==> src/rtl/rsf_map.svh <==
// register offsets, field positions and reset values of the status bank
// assumes: included by the bare name wherever a number is needed
`ifndef RSF_MAP_SVH
`define RSF_MAP_SVH

// ----------------------------------------------------------------------
// register offsets
// ----------------------------------------------------------------------
`define RSF_OFS_BUCK3_STATUS    8'h07
`define RSF_OFS_BUCK4_STATUS    8'h08
`define RSF_OFS_LINEAR1_STATUS  8'h09
`define RSF_OFS_LINEAR2_STATUS  8'h0A

// ----------------------------------------------------------------------
// field positions
// ----------------------------------------------------------------------
`define RSF_BIT_FAULT           7
`define RSF_BIT_RETRY           6
`define RSF_BIT_NEG_LIMIT       5
`define RSF_BIT_ZERO_CROSS      4
`define RSF_BIT_CUR_LIMIT       3
`define RSF_BIT_SS_DONE         2
`define RSF_BIT_POWER_GOOD      1
`define RSF_BIT_ENABLE          0

// ----------------------------------------------------------------------
// reset and fill values, channel counts
// ----------------------------------------------------------------------
`define RSF_STATUS_RST          8'h00
`define RSF_UNMAPPED_DATA       8'h00
`define RSF_NUM_CHAN            4
`define RSF_NUM_BUCK            2

`endif

==> src/rtl/rsf_pkg.sv <==
// types shared by the status bank modules
// assumes: rsf_map.svh is on the include path
package rsf_pkg;

	typedef logic [7:0] rsf_byte_t;

	// which status register an address selects
	typedef enum {
		RSF_SEL_BUCK3,
		RSF_SEL_BUCK4,
		RSF_SEL_LINEAR1,
		RSF_SEL_LINEAR2,
		RSF_SEL_NONE
	} rsf_sel_t;

endpackage

==> src/rtl/rsf_chan_if.sv <==
// bundle between the bank top and one channel's flag logic
// assumes: one instance per channel, same clock as the top
`timescale 1ns/100ps

interface rsf_chan_if;
	// live conditions from the analog side
	logic              enabled;
	logic              ss_done;
	logic              power_good;
	logic              overcur_eoc;
	logic              neg_limit;
	logic              zc_enable;
	logic              zc_trip;
	logic              cur_limit;
	// read side effect
	logic              rd_clr;
	// results
	rsf_pkg::rsf_byte_t status;
	logic              fault;
	logic              retry_evt;

	modport chan (
		input  enabled, ss_done, power_good, overcur_eoc, neg_limit,
		input  zc_enable, zc_trip, cur_limit, rd_clr,
		output status, fault, retry_evt
	);
	modport top (
		output enabled, ss_done, power_good, overcur_eoc, neg_limit,
		output zc_enable, zc_trip, cur_limit, rd_clr,
		input  status, fault, retry_evt
	);
endinterface

==> src/rtl/rsf_top.sv <==
// Contract
// two buck status bytes at 0x07, 0x08
// buck fault on retry or enabled-done-not-good
// retry latches on overcurrent end count, not good
// retry-mode bit selects channel retry or shutdown
// negative current limit latches its flag
// zero-cross latches when enabled in pulse skip
// latched flags reset zero, clear on read
// soft start done live: enabled and ramp finished
// power good shows live comparator
// enable status shows channel enabled
// software keeps reserved bits at zero
// two linear status bytes at 0x09, 0x0A
// linear fault on enabled-done-not-good only
// linear current limit bit is live
// read clears fault only when cause gone
// unmasked fault pulls interrupt low
// reserved read zero, writes change nothing
//
// status register bank for buck3, buck4, linear1 and linear2
// assumes: a serial management front end issues one-cycle read and write
// strobes with an 8-bit register offset, all on clk_sys
`timescale 1ns/100ps
`include "rsf_map.svh"

module rsf_top (
	// clock and reset
	input  wire logic       clk_sys,
	input  wire logic       reset_n,
	// register port
	input  wire logic       rd_en,
	input  wire logic       wr_en,
	input  wire logic [7:0] reg_addr,
	input  wire logic [7:0] wr_data,
	output      logic [7:0] rd_data,
	output      logic       rd_valid,
	// live channel conditions, index 0..3 = buck3, buck4, ldo1, ldo2
	input  wire logic [3:0] enabled,
	input  wire logic [3:0] soft_start_done,
	input  wire logic [3:0] power_good,
	// buck-only conditions, index 0..1 = buck3, buck4
	input  wire logic [1:0] high_side_overcurrent_eoc,
	input  wire logic [1:0] negative_current_limit,
	input  wire logic [1:0] auto_pulse_skip_mode,
	input  wire logic [1:0] zero_cross_trip,
	// linear-only conditions, index 0..1 = ldo1, ldo2
	input  wire logic [1:0] current_limit,
	// channel configuration
	input  wire logic [1:0] retry_mode_enable,
	input  wire logic [3:0] fault_mask,
	// system responses
	output      logic       interrupt_out_n,
	output      logic [1:0] hiccup_restart,
	output      logic       shutdown_all
);

	rsf_pkg::rsf_sel_t  sel;
	logic [3:0]         rd_clr;
	logic [3:0]         fault;
	logic [3:0]         retry_evt;
	rsf_pkg::rsf_byte_t status [`RSF_NUM_CHAN];
	rsf_pkg::rsf_byte_t rd_data_nxt;

	// ------------------------------------------------------------------
	// channels
	// ------------------------------------------------------------------
	genvar gi;
	generate
		for (gi = 0; gi < `RSF_NUM_CHAN; gi++) begin : g_ch
			localparam bit BUCK = (gi < `RSF_NUM_BUCK);
			rsf_chan_if cif ();

			assign cif.enabled    = enabled[gi];
			assign cif.ss_done    = soft_start_done[gi];
			assign cif.power_good = power_good[gi];
			assign cif.rd_clr     = rd_clr[gi];
			if (BUCK) begin : g_buck
				assign cif.overcur_eoc = high_side_overcurrent_eoc[gi];
				assign cif.neg_limit   = negative_current_limit[gi];
				assign cif.zc_enable = auto_pulse_skip_mode[gi];
				assign cif.zc_trip   = zero_cross_trip[gi];
				assign cif.cur_limit = 1'b0;
			end else begin : g_lin
				assign cif.overcur_eoc = 1'b0;
				assign cif.neg_limit   = 1'b0;
				assign cif.zc_enable = 1'b0;
				assign cif.zc_trip   = 1'b0;
				assign cif.cur_limit = current_limit[gi-`RSF_NUM_BUCK];
			end

			assign status[gi]    = cif.status;
			assign fault[gi]     = cif.fault;
			assign retry_evt[gi] = cif.retry_evt;

			rsf_chan #(
				.IS_BUCK (BUCK)
			) u_chan (
				.clk_sys (clk_sys),
				.reset_n (reset_n),
				.ch      (cif.chan)
			);
		end
	endgenerate

	// ------------------------------------------------------------------
	// address decode
	// ------------------------------------------------------------------
	always_comb begin
		case (reg_addr)
			`RSF_OFS_BUCK3_STATUS:   sel = rsf_pkg::RSF_SEL_BUCK3;
			`RSF_OFS_BUCK4_STATUS:   sel = rsf_pkg::RSF_SEL_BUCK4;
			`RSF_OFS_LINEAR1_STATUS: sel = rsf_pkg::RSF_SEL_LINEAR1;
			`RSF_OFS_LINEAR2_STATUS: sel = rsf_pkg::RSF_SEL_LINEAR2;
			default:                 sel = rsf_pkg::RSF_SEL_NONE;
		endcase
	end

	// read clears only the addressed channel; writes never reach a flag
	always_comb begin
		rd_clr      = 4'h0;
		rd_data_nxt = `RSF_UNMAPPED_DATA;
		case (sel)
			rsf_pkg::RSF_SEL_BUCK3: begin
				rd_clr[0]   = rd_en;
				rd_data_nxt = status[0];
			end
			rsf_pkg::RSF_SEL_BUCK4: begin
				rd_clr[1]   = rd_en;
				rd_data_nxt = status[1];
			end
			rsf_pkg::RSF_SEL_LINEAR1: begin
				rd_clr[2]   = rd_en;
				rd_data_nxt = status[2];
			end
			rsf_pkg::RSF_SEL_LINEAR2: begin
				rd_clr[3]   = rd_en;
				rd_data_nxt = status[3];
			end
			default: begin
				rd_clr      = 4'h0;
				rd_data_nxt = `RSF_UNMAPPED_DATA;
			end
		endcase
	end

	// ------------------------------------------------------------------
	// read data
	// ------------------------------------------------------------------
	// the byte captured is the one before the read's own clear
	always_ff @(posedge clk_sys or negedge reset_n) begin
		if (!reset_n) begin
			rd_data  <= `RSF_STATUS_RST;
			rd_valid <= 1'b0;
		end else begin
			rd_valid <= rd_en;
			if (rd_en) begin
				rd_data <= rd_data_nxt;
			end
		end
	end

	// ------------------------------------------------------------------
	// interrupt
	// ------------------------------------------------------------------
	always_ff @(posedge clk_sys or negedge reset_n) begin
		if (!reset_n) begin
			interrupt_out_n <= 1'b1;
		end else begin
			interrupt_out_n <= ~|(fault & ~fault_mask);
		end
	end

	// ------------------------------------------------------------------
	// retry response
	// ------------------------------------------------------------------
	// retry mode restarts only the channel, otherwise everything stops
	always_ff @(posedge clk_sys or negedge reset_n) begin
		if (!reset_n) begin
			hiccup_restart <= 2'h0;
			shutdown_all   <= 1'b0;
		end else begin
			hiccup_restart <= retry_evt[1:0] & retry_mode_enable;
			shutdown_all   <= |(retry_evt[1:0] & ~retry_mode_enable);
		end
	end
endmodule // rsf_top

==> src/rtl/rsf_chan.sv <==
// latched and live status bits of one regulator channel
// assumes: inputs synchronous to clk_sys; rd_clr is a one-cycle pulse
`timescale 1ns/100ps
`include "rsf_map.svh"

module rsf_chan #(
	parameter bit IS_BUCK = 1'b1
) (
	// clock and reset
	input wire logic clk_sys,
	input wire logic reset_n,
	// channel bundle
	rsf_chan_if.chan ch
);

	logic fault_r;
	logic retry_r;
	logic neg_r;
	logic zc_r;
	logic retry_set;
	logic live_fault;
	logic neg_set;
	logic zc_set;

	// ------------------------------------------------------------------
	// set conditions
	// ------------------------------------------------------------------
	assign retry_set  = IS_BUCK & ch.overcur_eoc & ~ch.power_good;
	assign live_fault = ch.enabled & ch.ss_done & ~ch.power_good;
	assign neg_set    = IS_BUCK & ch.neg_limit;
	assign zc_set     = IS_BUCK & ch.zc_enable & ch.zc_trip;

	// ------------------------------------------------------------------
	// latched flags: set wins over the read clear
	// ------------------------------------------------------------------
	always_ff @(posedge clk_sys or negedge reset_n) begin
		if (!reset_n) begin
			fault_r <= 1'b0;
		end else begin
			// clears on read only once the condition is gone
			fault_r <= retry_set | live_fault | (retry_r & ~ch.rd_clr)
				| (fault_r & ~ch.rd_clr);
		end
	end

	always_ff @(posedge clk_sys or negedge reset_n) begin
		if (!reset_n) begin
			retry_r <= 1'b0;
			neg_r   <= 1'b0;
			zc_r    <= 1'b0;
		end else begin
			retry_r <= retry_set | (retry_r & ~ch.rd_clr);
			neg_r   <= neg_set | (neg_r & ~ch.rd_clr);
			zc_r    <= zc_set | (zc_r & ~ch.rd_clr);
		end
	end

	// ------------------------------------------------------------------
	// status byte, reserved bits held at zero
	// ------------------------------------------------------------------
	always_comb begin
		ch.status = `RSF_STATUS_RST;
		ch.status[`RSF_BIT_FAULT]      = fault_r;
		ch.status[`RSF_BIT_SS_DONE]    = ch.enabled & ch.ss_done;
		ch.status[`RSF_BIT_POWER_GOOD] = ch.power_good;
		ch.status[`RSF_BIT_ENABLE]     = ch.enabled;
		if (IS_BUCK) begin
			ch.status[`RSF_BIT_RETRY]      = retry_r;
			ch.status[`RSF_BIT_NEG_LIMIT]  = neg_r;
			ch.status[`RSF_BIT_ZERO_CROSS] = zc_r;
		end else begin
			ch.status[`RSF_BIT_CUR_LIMIT]  = ch.cur_limit;
		end
	end

	assign ch.fault     = fault_r;
	assign ch.retry_evt = retry_set & ~retry_r;
endmodule // rsf_chan

==> config.mk <==
export PLATFORM = sky130hd
export DESIGN_NAME = rsf_top
export DESIGN_NICKNAME = d
export VERILOG_FILES = /design/src/rtl/rsf_pkg.sv /design/src/rtl/rsf_chan_if.sv /design/src/rtl/rsf_top.sv /design/src/rtl/rsf_chan.sv
export VERILOG_INCLUDE_DIRS = /design/src /design/src/rtl
export SDC_FILE = /design/constraint.sdc
export NUM_CORES = 1
export LEC_CHECK = 0
export ABC_AREA = 1
export ABC_CLOCK_PERIOD_IN_PS = 1000
export BUFFER_PORTS_ARGS = -buffer_cell sky130_fd_sc_hd__buf_2
export CORE_MARGIN = 2
export CORE_UTILIZATION = 38
export DETAILED_ROUTE_END_ITERATION = 7
export PLACE_DENSITY = 0.69
export SETUP_SLACK_MARGIN = 0.1
export SLEW_MARGIN = 20
export SYNTH_ARGS = -nofsm -noshare
export SYNTH_HDL_FRONTEND = slang
export SYNTH_HIERARCHICAL = 1
export SYNTH_SLANG_ARGS = --single-unit
==> constraint.sdc <==
create_clock -name clk_sys -period 1 [get_ports clk_sys]
set_input_delay 0.05 -clock clk_sys [delete_from_list [all_inputs] [get_ports clk_sys]]
set_output_delay 0.05 -clock clk_sys [all_outputs]
set_load 0.005 [all_outputs]
==> impl_metrics.json, run 1 <==
{
  "routed_wl_um": 3480,
  "grtUsageTotal_pct": 15.0,
  "synth_cells": 230,
  "max_cap_viol_count": 0,
  "post_drt_via_cell_ratio": 4.40,
  "io_pins": 61,
  "grt_overflow": 0,
  "routedWlPerCell_um": 10.4,
  "power.share.combinational_pct": 16.9,
  "clock_skew_ns": 0.00360,
  "io_buffers": 51,
  "cp_data_arrival_time_ns": 0.88,
  "max_clock_freq_ghz": 1.07,
  "grt_setup_unrepaired": "yes",
  "cts_sinks": 25,
  "first_global_vias": 1455,
  "required_ns": 0.95,
  "crit_chain": "buf_2",
  "insertedDiodeCount": 0,
  "setup_violations": 0,
  "start_util_pct": 39.0,
  "setup-tns-final_ns": 0,
  "rows": 24,
  "drc": 0,
  "cts_max_level": 1,
  "die-width_um": 70.6,
  "cellLeakagePower_nw": 1.25,
  "routabilityCongestion": 0.828,
  "cts_tree": "yes",
  "period_needed_ns": 0.930,
  "dr.first_iter.drc_count": 52,
  "area_delta_synth_final_pct": 27.1,
  "outcome": "finished clean",
  "worstPathMaxFanout": 1,
  "cp_num_buf_inv": 1,
  "pwr-share-clk_pct": 30.4,
  "ys_warn_count": 6,
  "drtAntennaViolNets": 0,
  "antenna_found_initial": 0,
  "hold_ws_ns": 0.0240,
  "chipHeight_um": 70.6,
  "dp.cells": 318,
  "die_area_sq_um": 4990,
  "end_kind": "output pin",
  "worstSetupPathType": "register to output pin",
  "min_period_over_period_pct": 93.0,
  "hp-class": "primary input to register",
  "switching_share_pct": 25.6,
  "hold_depth": 3,
  "cp-start-kind": "register",
  "firstDrtPassIters": 4,
  "hold_viol_final": 0,
  "clk_pin_slew_worst_paths_ns": 0.09,
  "max-clock-path-buffers": 2,
  "grt_max_degree": 20,
  "path_depth": 1,
  "insertion_delay_ns": 0.27,
  "core_area_sq_um": 4320,
  "cts_root_buf": "clkbuf_8",
  "drv_slew": 0,
  "cellInternalPower_w": 0.00146,
  "stdcell_count": 336,
  "synth_area_sq_um": 1690,
  "r2r_cells": 4,
  "routed-via-count": 1477,
  "cp_top_family": "flip-flops",
  "net-switching-power_w": 0.000502,
  "utilization_pct": 49.6,
  "grt_pass1_wl_um": 6080,
  "dp_hpwl_um": 2810,
  "seq_power_share_pct": 52.7,
  "slowest_stage": "dfstp_2",
  "slowest_delay_ns": 0.52,
  "synth_area_per_cell_sq_um": 7.34,
  "vdd_ir_drop_max_uv": 601,
  "final_layout_size_suffix_gt1_share_pct": 38.0,
  "fin_nets": 333,
  "power.density_nw_per_um2": 914,
  "numCtsBuffers": 3
}
area by class of cell:
type	instances	area, sq um
tap	52	65.1
timing repair buffer	78	510
fill	431	2180
inverter	35	158
clock inverter	1	5.00
sequential	25	627
clock buffer	3	41.3
multi-input combinational	142	739
per-layer routing:
layer / share of wire, % / global-route usage (%) / up-vias / wire length [um]
met5: 0 / 0 / - / 0
met2: 46 / 25.1 / 41 / 1610
li1: - / - / 776 / -
met1: 46 / 19.2 / 650 / 1620
met4: 2.2 / 5.66 / 0 / 77
met3: 5.1 / 3.28 / 10 / 177
layout by cell type, fill, tap and decap left out, drive strengths merged:
| cell type | n |
|---|---|
| clkbuf | 3 |
| buf | 67 |
| inv | 35 |
| nor2 | 18 |
| dfstp | 1 |
| a21o | 2 |
| a221oi | 1 |
| clkinv | 1 |
| o21ai | 11 |
| o22ai | 2 |
| dfrtp | 24 |
| nand3 | 34 |
| nor3 | 1 |
| dlygate4sd3 | 11 |
| conb | 8 |
| nand2 | 65 |
worst paths after layout:
path                                              start                      end  slack [ns]
hold reg to reg                 g_ch[2].u_chan/ch.fault          interrupt_out_n        0.47
setup / recovery                        interrupt_out_n          interrupt_out_n        0.07
hold / removal             high_side_overcurrent_eoc[1]   g_ch[1].u_chan/retry_r        0.02
setup reg to reg                 g_ch[1].u_chan/retry_r               rd_data[6]        0.11
max in group asynchronous                       reset_n  g_ch[1].u_chan/ch.fault        0.43
min in group asynchronous                       reset_n                 rd_valid        0.20
stage by stage:
stage / cell area, sq um / total power, W / worst slack [ns]
3_5_place_dp: 1950 / 0.00135 / -0.121
4_1_cts: 2100 / 0.00198 / 0.0609
6_report: 2150 / 0.00196 / 0.0696
2_1_floorplan: 1750 / 0.00123 / 0.0523
3_3_place_gp: 1950 / 0.00134 / -0.115
5_1_grt: 2150 / 0.00207 / 0.0388
registers in the layout, summed over array words and instances, names as in the netlist:
register and count:
rd_data 8, g_ch.u_chan/ch.fault 4, g_ch.u_chan/retry_r 4, g_ch.u_chan/neg_r 2, g_ch.u_chan/zc_r 2, hiccup_restart 2, interrupt_out_n 1, rd_valid 1
shutdown_all 1
power groups by stage:
stage / Combinational, W / Clock [W] / Sequential [W]
floorplan: 0.000175 / 0 / 0.00105
global placement: 0.000291 / 0 / 0.00105
detailed placement: 0.000295 / 0 / 0.00105
CTS: 0.000329 / 0.000620 / 0.00103
global route: 0.000369 / 0.000660 / 0.00104
finish: 0.000331 / 0.000596 / 0.00103
timing repair:
action                                  in CTS  in global routing
hold endpoints to repair                    33                  1
setup buffers                                0                  3
hold buffers                                10                  1
pin swaps                                    3                  5
gates resized for setup                      2                  2
endpoints found under the setup margin       3                  7
(Power assumes the default switching activity.)
==> run 2, diff against run 1 <==
--- a/config.mk
+++ b/config.mk
@@ -6,13 +6,13 @@
 export SDC_FILE = /design/constraint.sdc
 export NUM_CORES = 1
 export LEC_CHECK = 0
-export ABC_AREA = 1
+export ABC_AREA = 0
 export ABC_CLOCK_PERIOD_IN_PS = 1000
 export BUFFER_PORTS_ARGS = -buffer_cell sky130_fd_sc_hd__buf_2
 export CORE_MARGIN = 2
 export CORE_UTILIZATION = 38
 export DETAILED_ROUTE_END_ITERATION = 7
-export PLACE_DENSITY = 0.69
+export PLACE_DENSITY = 0.7
 export SETUP_SLACK_MARGIN = 0.1
 export SLEW_MARGIN = 20
 export SYNTH_ARGS = -nofsm -noshare
==> impl_metrics.json, run 2 <==
{
  "hold_viol_final": 0,
  "placed_cell_area_sq_um": 1790,
  "area_delta_synth_final_pct": 38.8,
  "tightest_slew_ns": 0.580,
  "cts_root_buf": "clkbuf_8",
  "hp-class": "primary input to register",
  "power.density_nw_per_um2": 923,
  "violations": "setup timing",
  "cp-start-kind": "register",
  "dr.first_iter.drc_count": 59,
  "holdCritStartpoint": "auto_pulse_skip_mode[0]",
  "cts_max_level": 1,
  "r2r_end": "rd_data[6]",
  "max_cap_viol_count": 0,
  "core_area_sq_um": 3740,
  "dp_hpwl_um": 2500,
  "die-width_um": 67.2,
  "final_layout_size_suffix_gt1_share_pct": 54.7,
  "reg2reg_slack_ns": -0.25,
  "min_period_over_period_pct": 125,
  "period_needed_ns": 1.25,
  "drc": 0,
  "routed-via-count": 1244,
  "end_kind": "register",
  "rows": 22,
  "clk_pin_slew_worst_paths_ns": 0.09,
  "final_common_cell": "buf_2",
  "chipHeight_um": 67.2,
  "die_area_sq_um": 4520,
  "crit_chain": "mux2_2 -> a22oi_2 -> nor3_1 -> a221o_1",
  "switching_share_pct": 23.8,
  "max_flop_register": "rd_data",
  "insertedDiodeCount": 0,
  "cts_sinks": 25,
  "cp_data_arrival_time_ns": 1.40,
  "ys_warn_count": 6,
  "io_buffers": 51,
  "cellLeakagePower_nw": 1.01,
  "synth_cells": 149,
  "utilization_pct": 56.3,
  "grtUsageTotal_pct": 16.8,
  "largest_reg_flops": 8,
  "finalWorstSetupSlack_ns": -0.252,
  "io_pins": 61,
  "pwr-share-clk_pct": 30.5,
  "power.share.combinational_pct": 17.1,
  "grt_overflow": 0,
  "insertion_delay_ns": 0.27,
  "r2r_cells": 4,
  "relSlewSlack_pct": 61.3,
  "synth_area_per_cell_sq_um": 10.2,
  "post_drt_via_cell_ratio": 4.75,
  "cts_tree": "yes",
  "reg2reg_from": "g_ch[1].u_chan/retry_r",
  "grt_setup_unrepaired": "yes",
  "fin_nets": 263,
  "setup_violations": 7,
  "antenna_found_initial": 0,
  "grt_pass1_wl_um": 5710,
  "slowest_stage": "dfrtp_1",
  "routed_wl_um": 3370,
  "seq_power_share_pct": 52.5,
  "synth_area_sq_um": 1520,
  "drv_slew": 0,
  "grt_max_degree": 26,
  "outcome": "complete, but fails checks",
  "whs_endpoint": "g_ch[0].u_chan/zc_r",
  "start_util_pct": 40.5,
  "routedWlPerCell_um": 12.9,
  "clock_skew_ns": 0.00747,
  "first_global_vias": 1270,
  "place_worst_setup_slack_ns": -0.344,
  "drtAntennaViolNets": 0,
  "max-clock-path-buffers": 2,
  "firstDrtPassIters": 4,
  "worstPathMaxFanout": 2,
  "hold_depth": 2,
  "routabilityCongestion": 0.781,
  "net-switching-power_w": 0.000463,
  "hold_ws_ns": 0.0112,
  "vdd_ir_drop_max_uv": 721,
  "final_cell_mix": "buf_2 (49), dfrtp_1 (24), buf_4 (21)",
  "max_clock_freq_ghz": 0.799,
  "stdcell_count": 262,
  "dp.cells": 241,
  "worstSetupPathType": "register to register",
  "cellInternalPower_w": 0.00148,
  "numCtsBuffers": 3,
  "fin_area_sq_um": 2110,
  "required_ns": 1.15,
  "slowest_delay_ns": 0.40
}
## run 2: cell count changes in the layout (fill, tap and decap cells not counted), sizes merged, moves of 9 or more
cell / change
inv: -21
nand3: -34
nor2: -14
nand2: -61
buf: +9
## run 2: how the worst max path moves through the flow
| stage | startpoint | end | slack, ns | depth (start not counted) |
|---|---|---|---|---|
| 2_1_floorplan | g_ch[1].u_chan/retry_r | rd_data[6] | -0.29 | 5 |
| 5_1_grt | g_ch[1].u_chan/retry_r | rd_data[6] | -0.31 | 4 |
| 4_1_cts | g_ch[1].u_chan/retry_r | rd_data[6] | -0.26 | 4 |
| 6_report | g_ch[1].u_chan/retry_r | rd_data[6] | -0.25 | 4 |
| 3_5_place_dp | reg_addr[5] | g_ch[1].u_chan/ch.fault | -0.34 | 7 |
| 3_3_place_gp | reg_addr[5] | g_ch[1].u_chan/ch.fault | -0.31 | 7 |
## run 2: power groups by stage
stage	Clock (W)	Sequential, W	Combinational (W)
after global routing	0.000657	0.00102	0.000364
final	0.000592	0.00102	0.000332
after CTS	0.000616	0.00102	0.000315
after global placement	0	0.00104	0.000266
after floorplan	0	0.00104	0.000155
after detailed placement	0	0.00104	0.000270
## run 2: metrics by stage
stage / TNS [ns] / total power [W]
5_1_grt: -1.22 / 0.00204
4_1_cts: -0.758 / 0.00195
6_report: -0.821 / 0.00194
2_1_floorplan: -2.04 / 0.00120
3_5_place_dp: -5.48 / 0.00131
3_3_place_gp: -4.79 / 0.00131
## run 2: layer usage
layer / global-route usage, % / vias up / routed length, um
met2: 29.2 / 41 / 1590
met5: 0 / - / 0
met3: 4.50 / 5 / 195
met4: 2.55 / 0 / 12
li1: - / 624 / -
met1: 21.3 / 574 / 1570
## run 2: cell type report
class,instances,area [sq um]
fillers,340,1640
multi-input cells,84,733
flip-flops and latches,25,627
repair buffers,87,589
well taps,48,60.1
inverters,14,52.6
clock buffers,4,45.0
## run 2: critical path, delay by kind of cell (launching register included)
kind,cells,cell delay (ns)
simple gates,1,0.06
mux,1,0.28
flops,1,0.40
compound gates,2,0.39
## run 2: timing repair
action	in CTS	in global routing
pin swaps	6	7
gates cloned	0	1
setup endpoints to repair	20	21
setup buffers	2	3
endpoints found under the hold margin	33	1
hold buffers	10	1
gates resized for setup	19	10
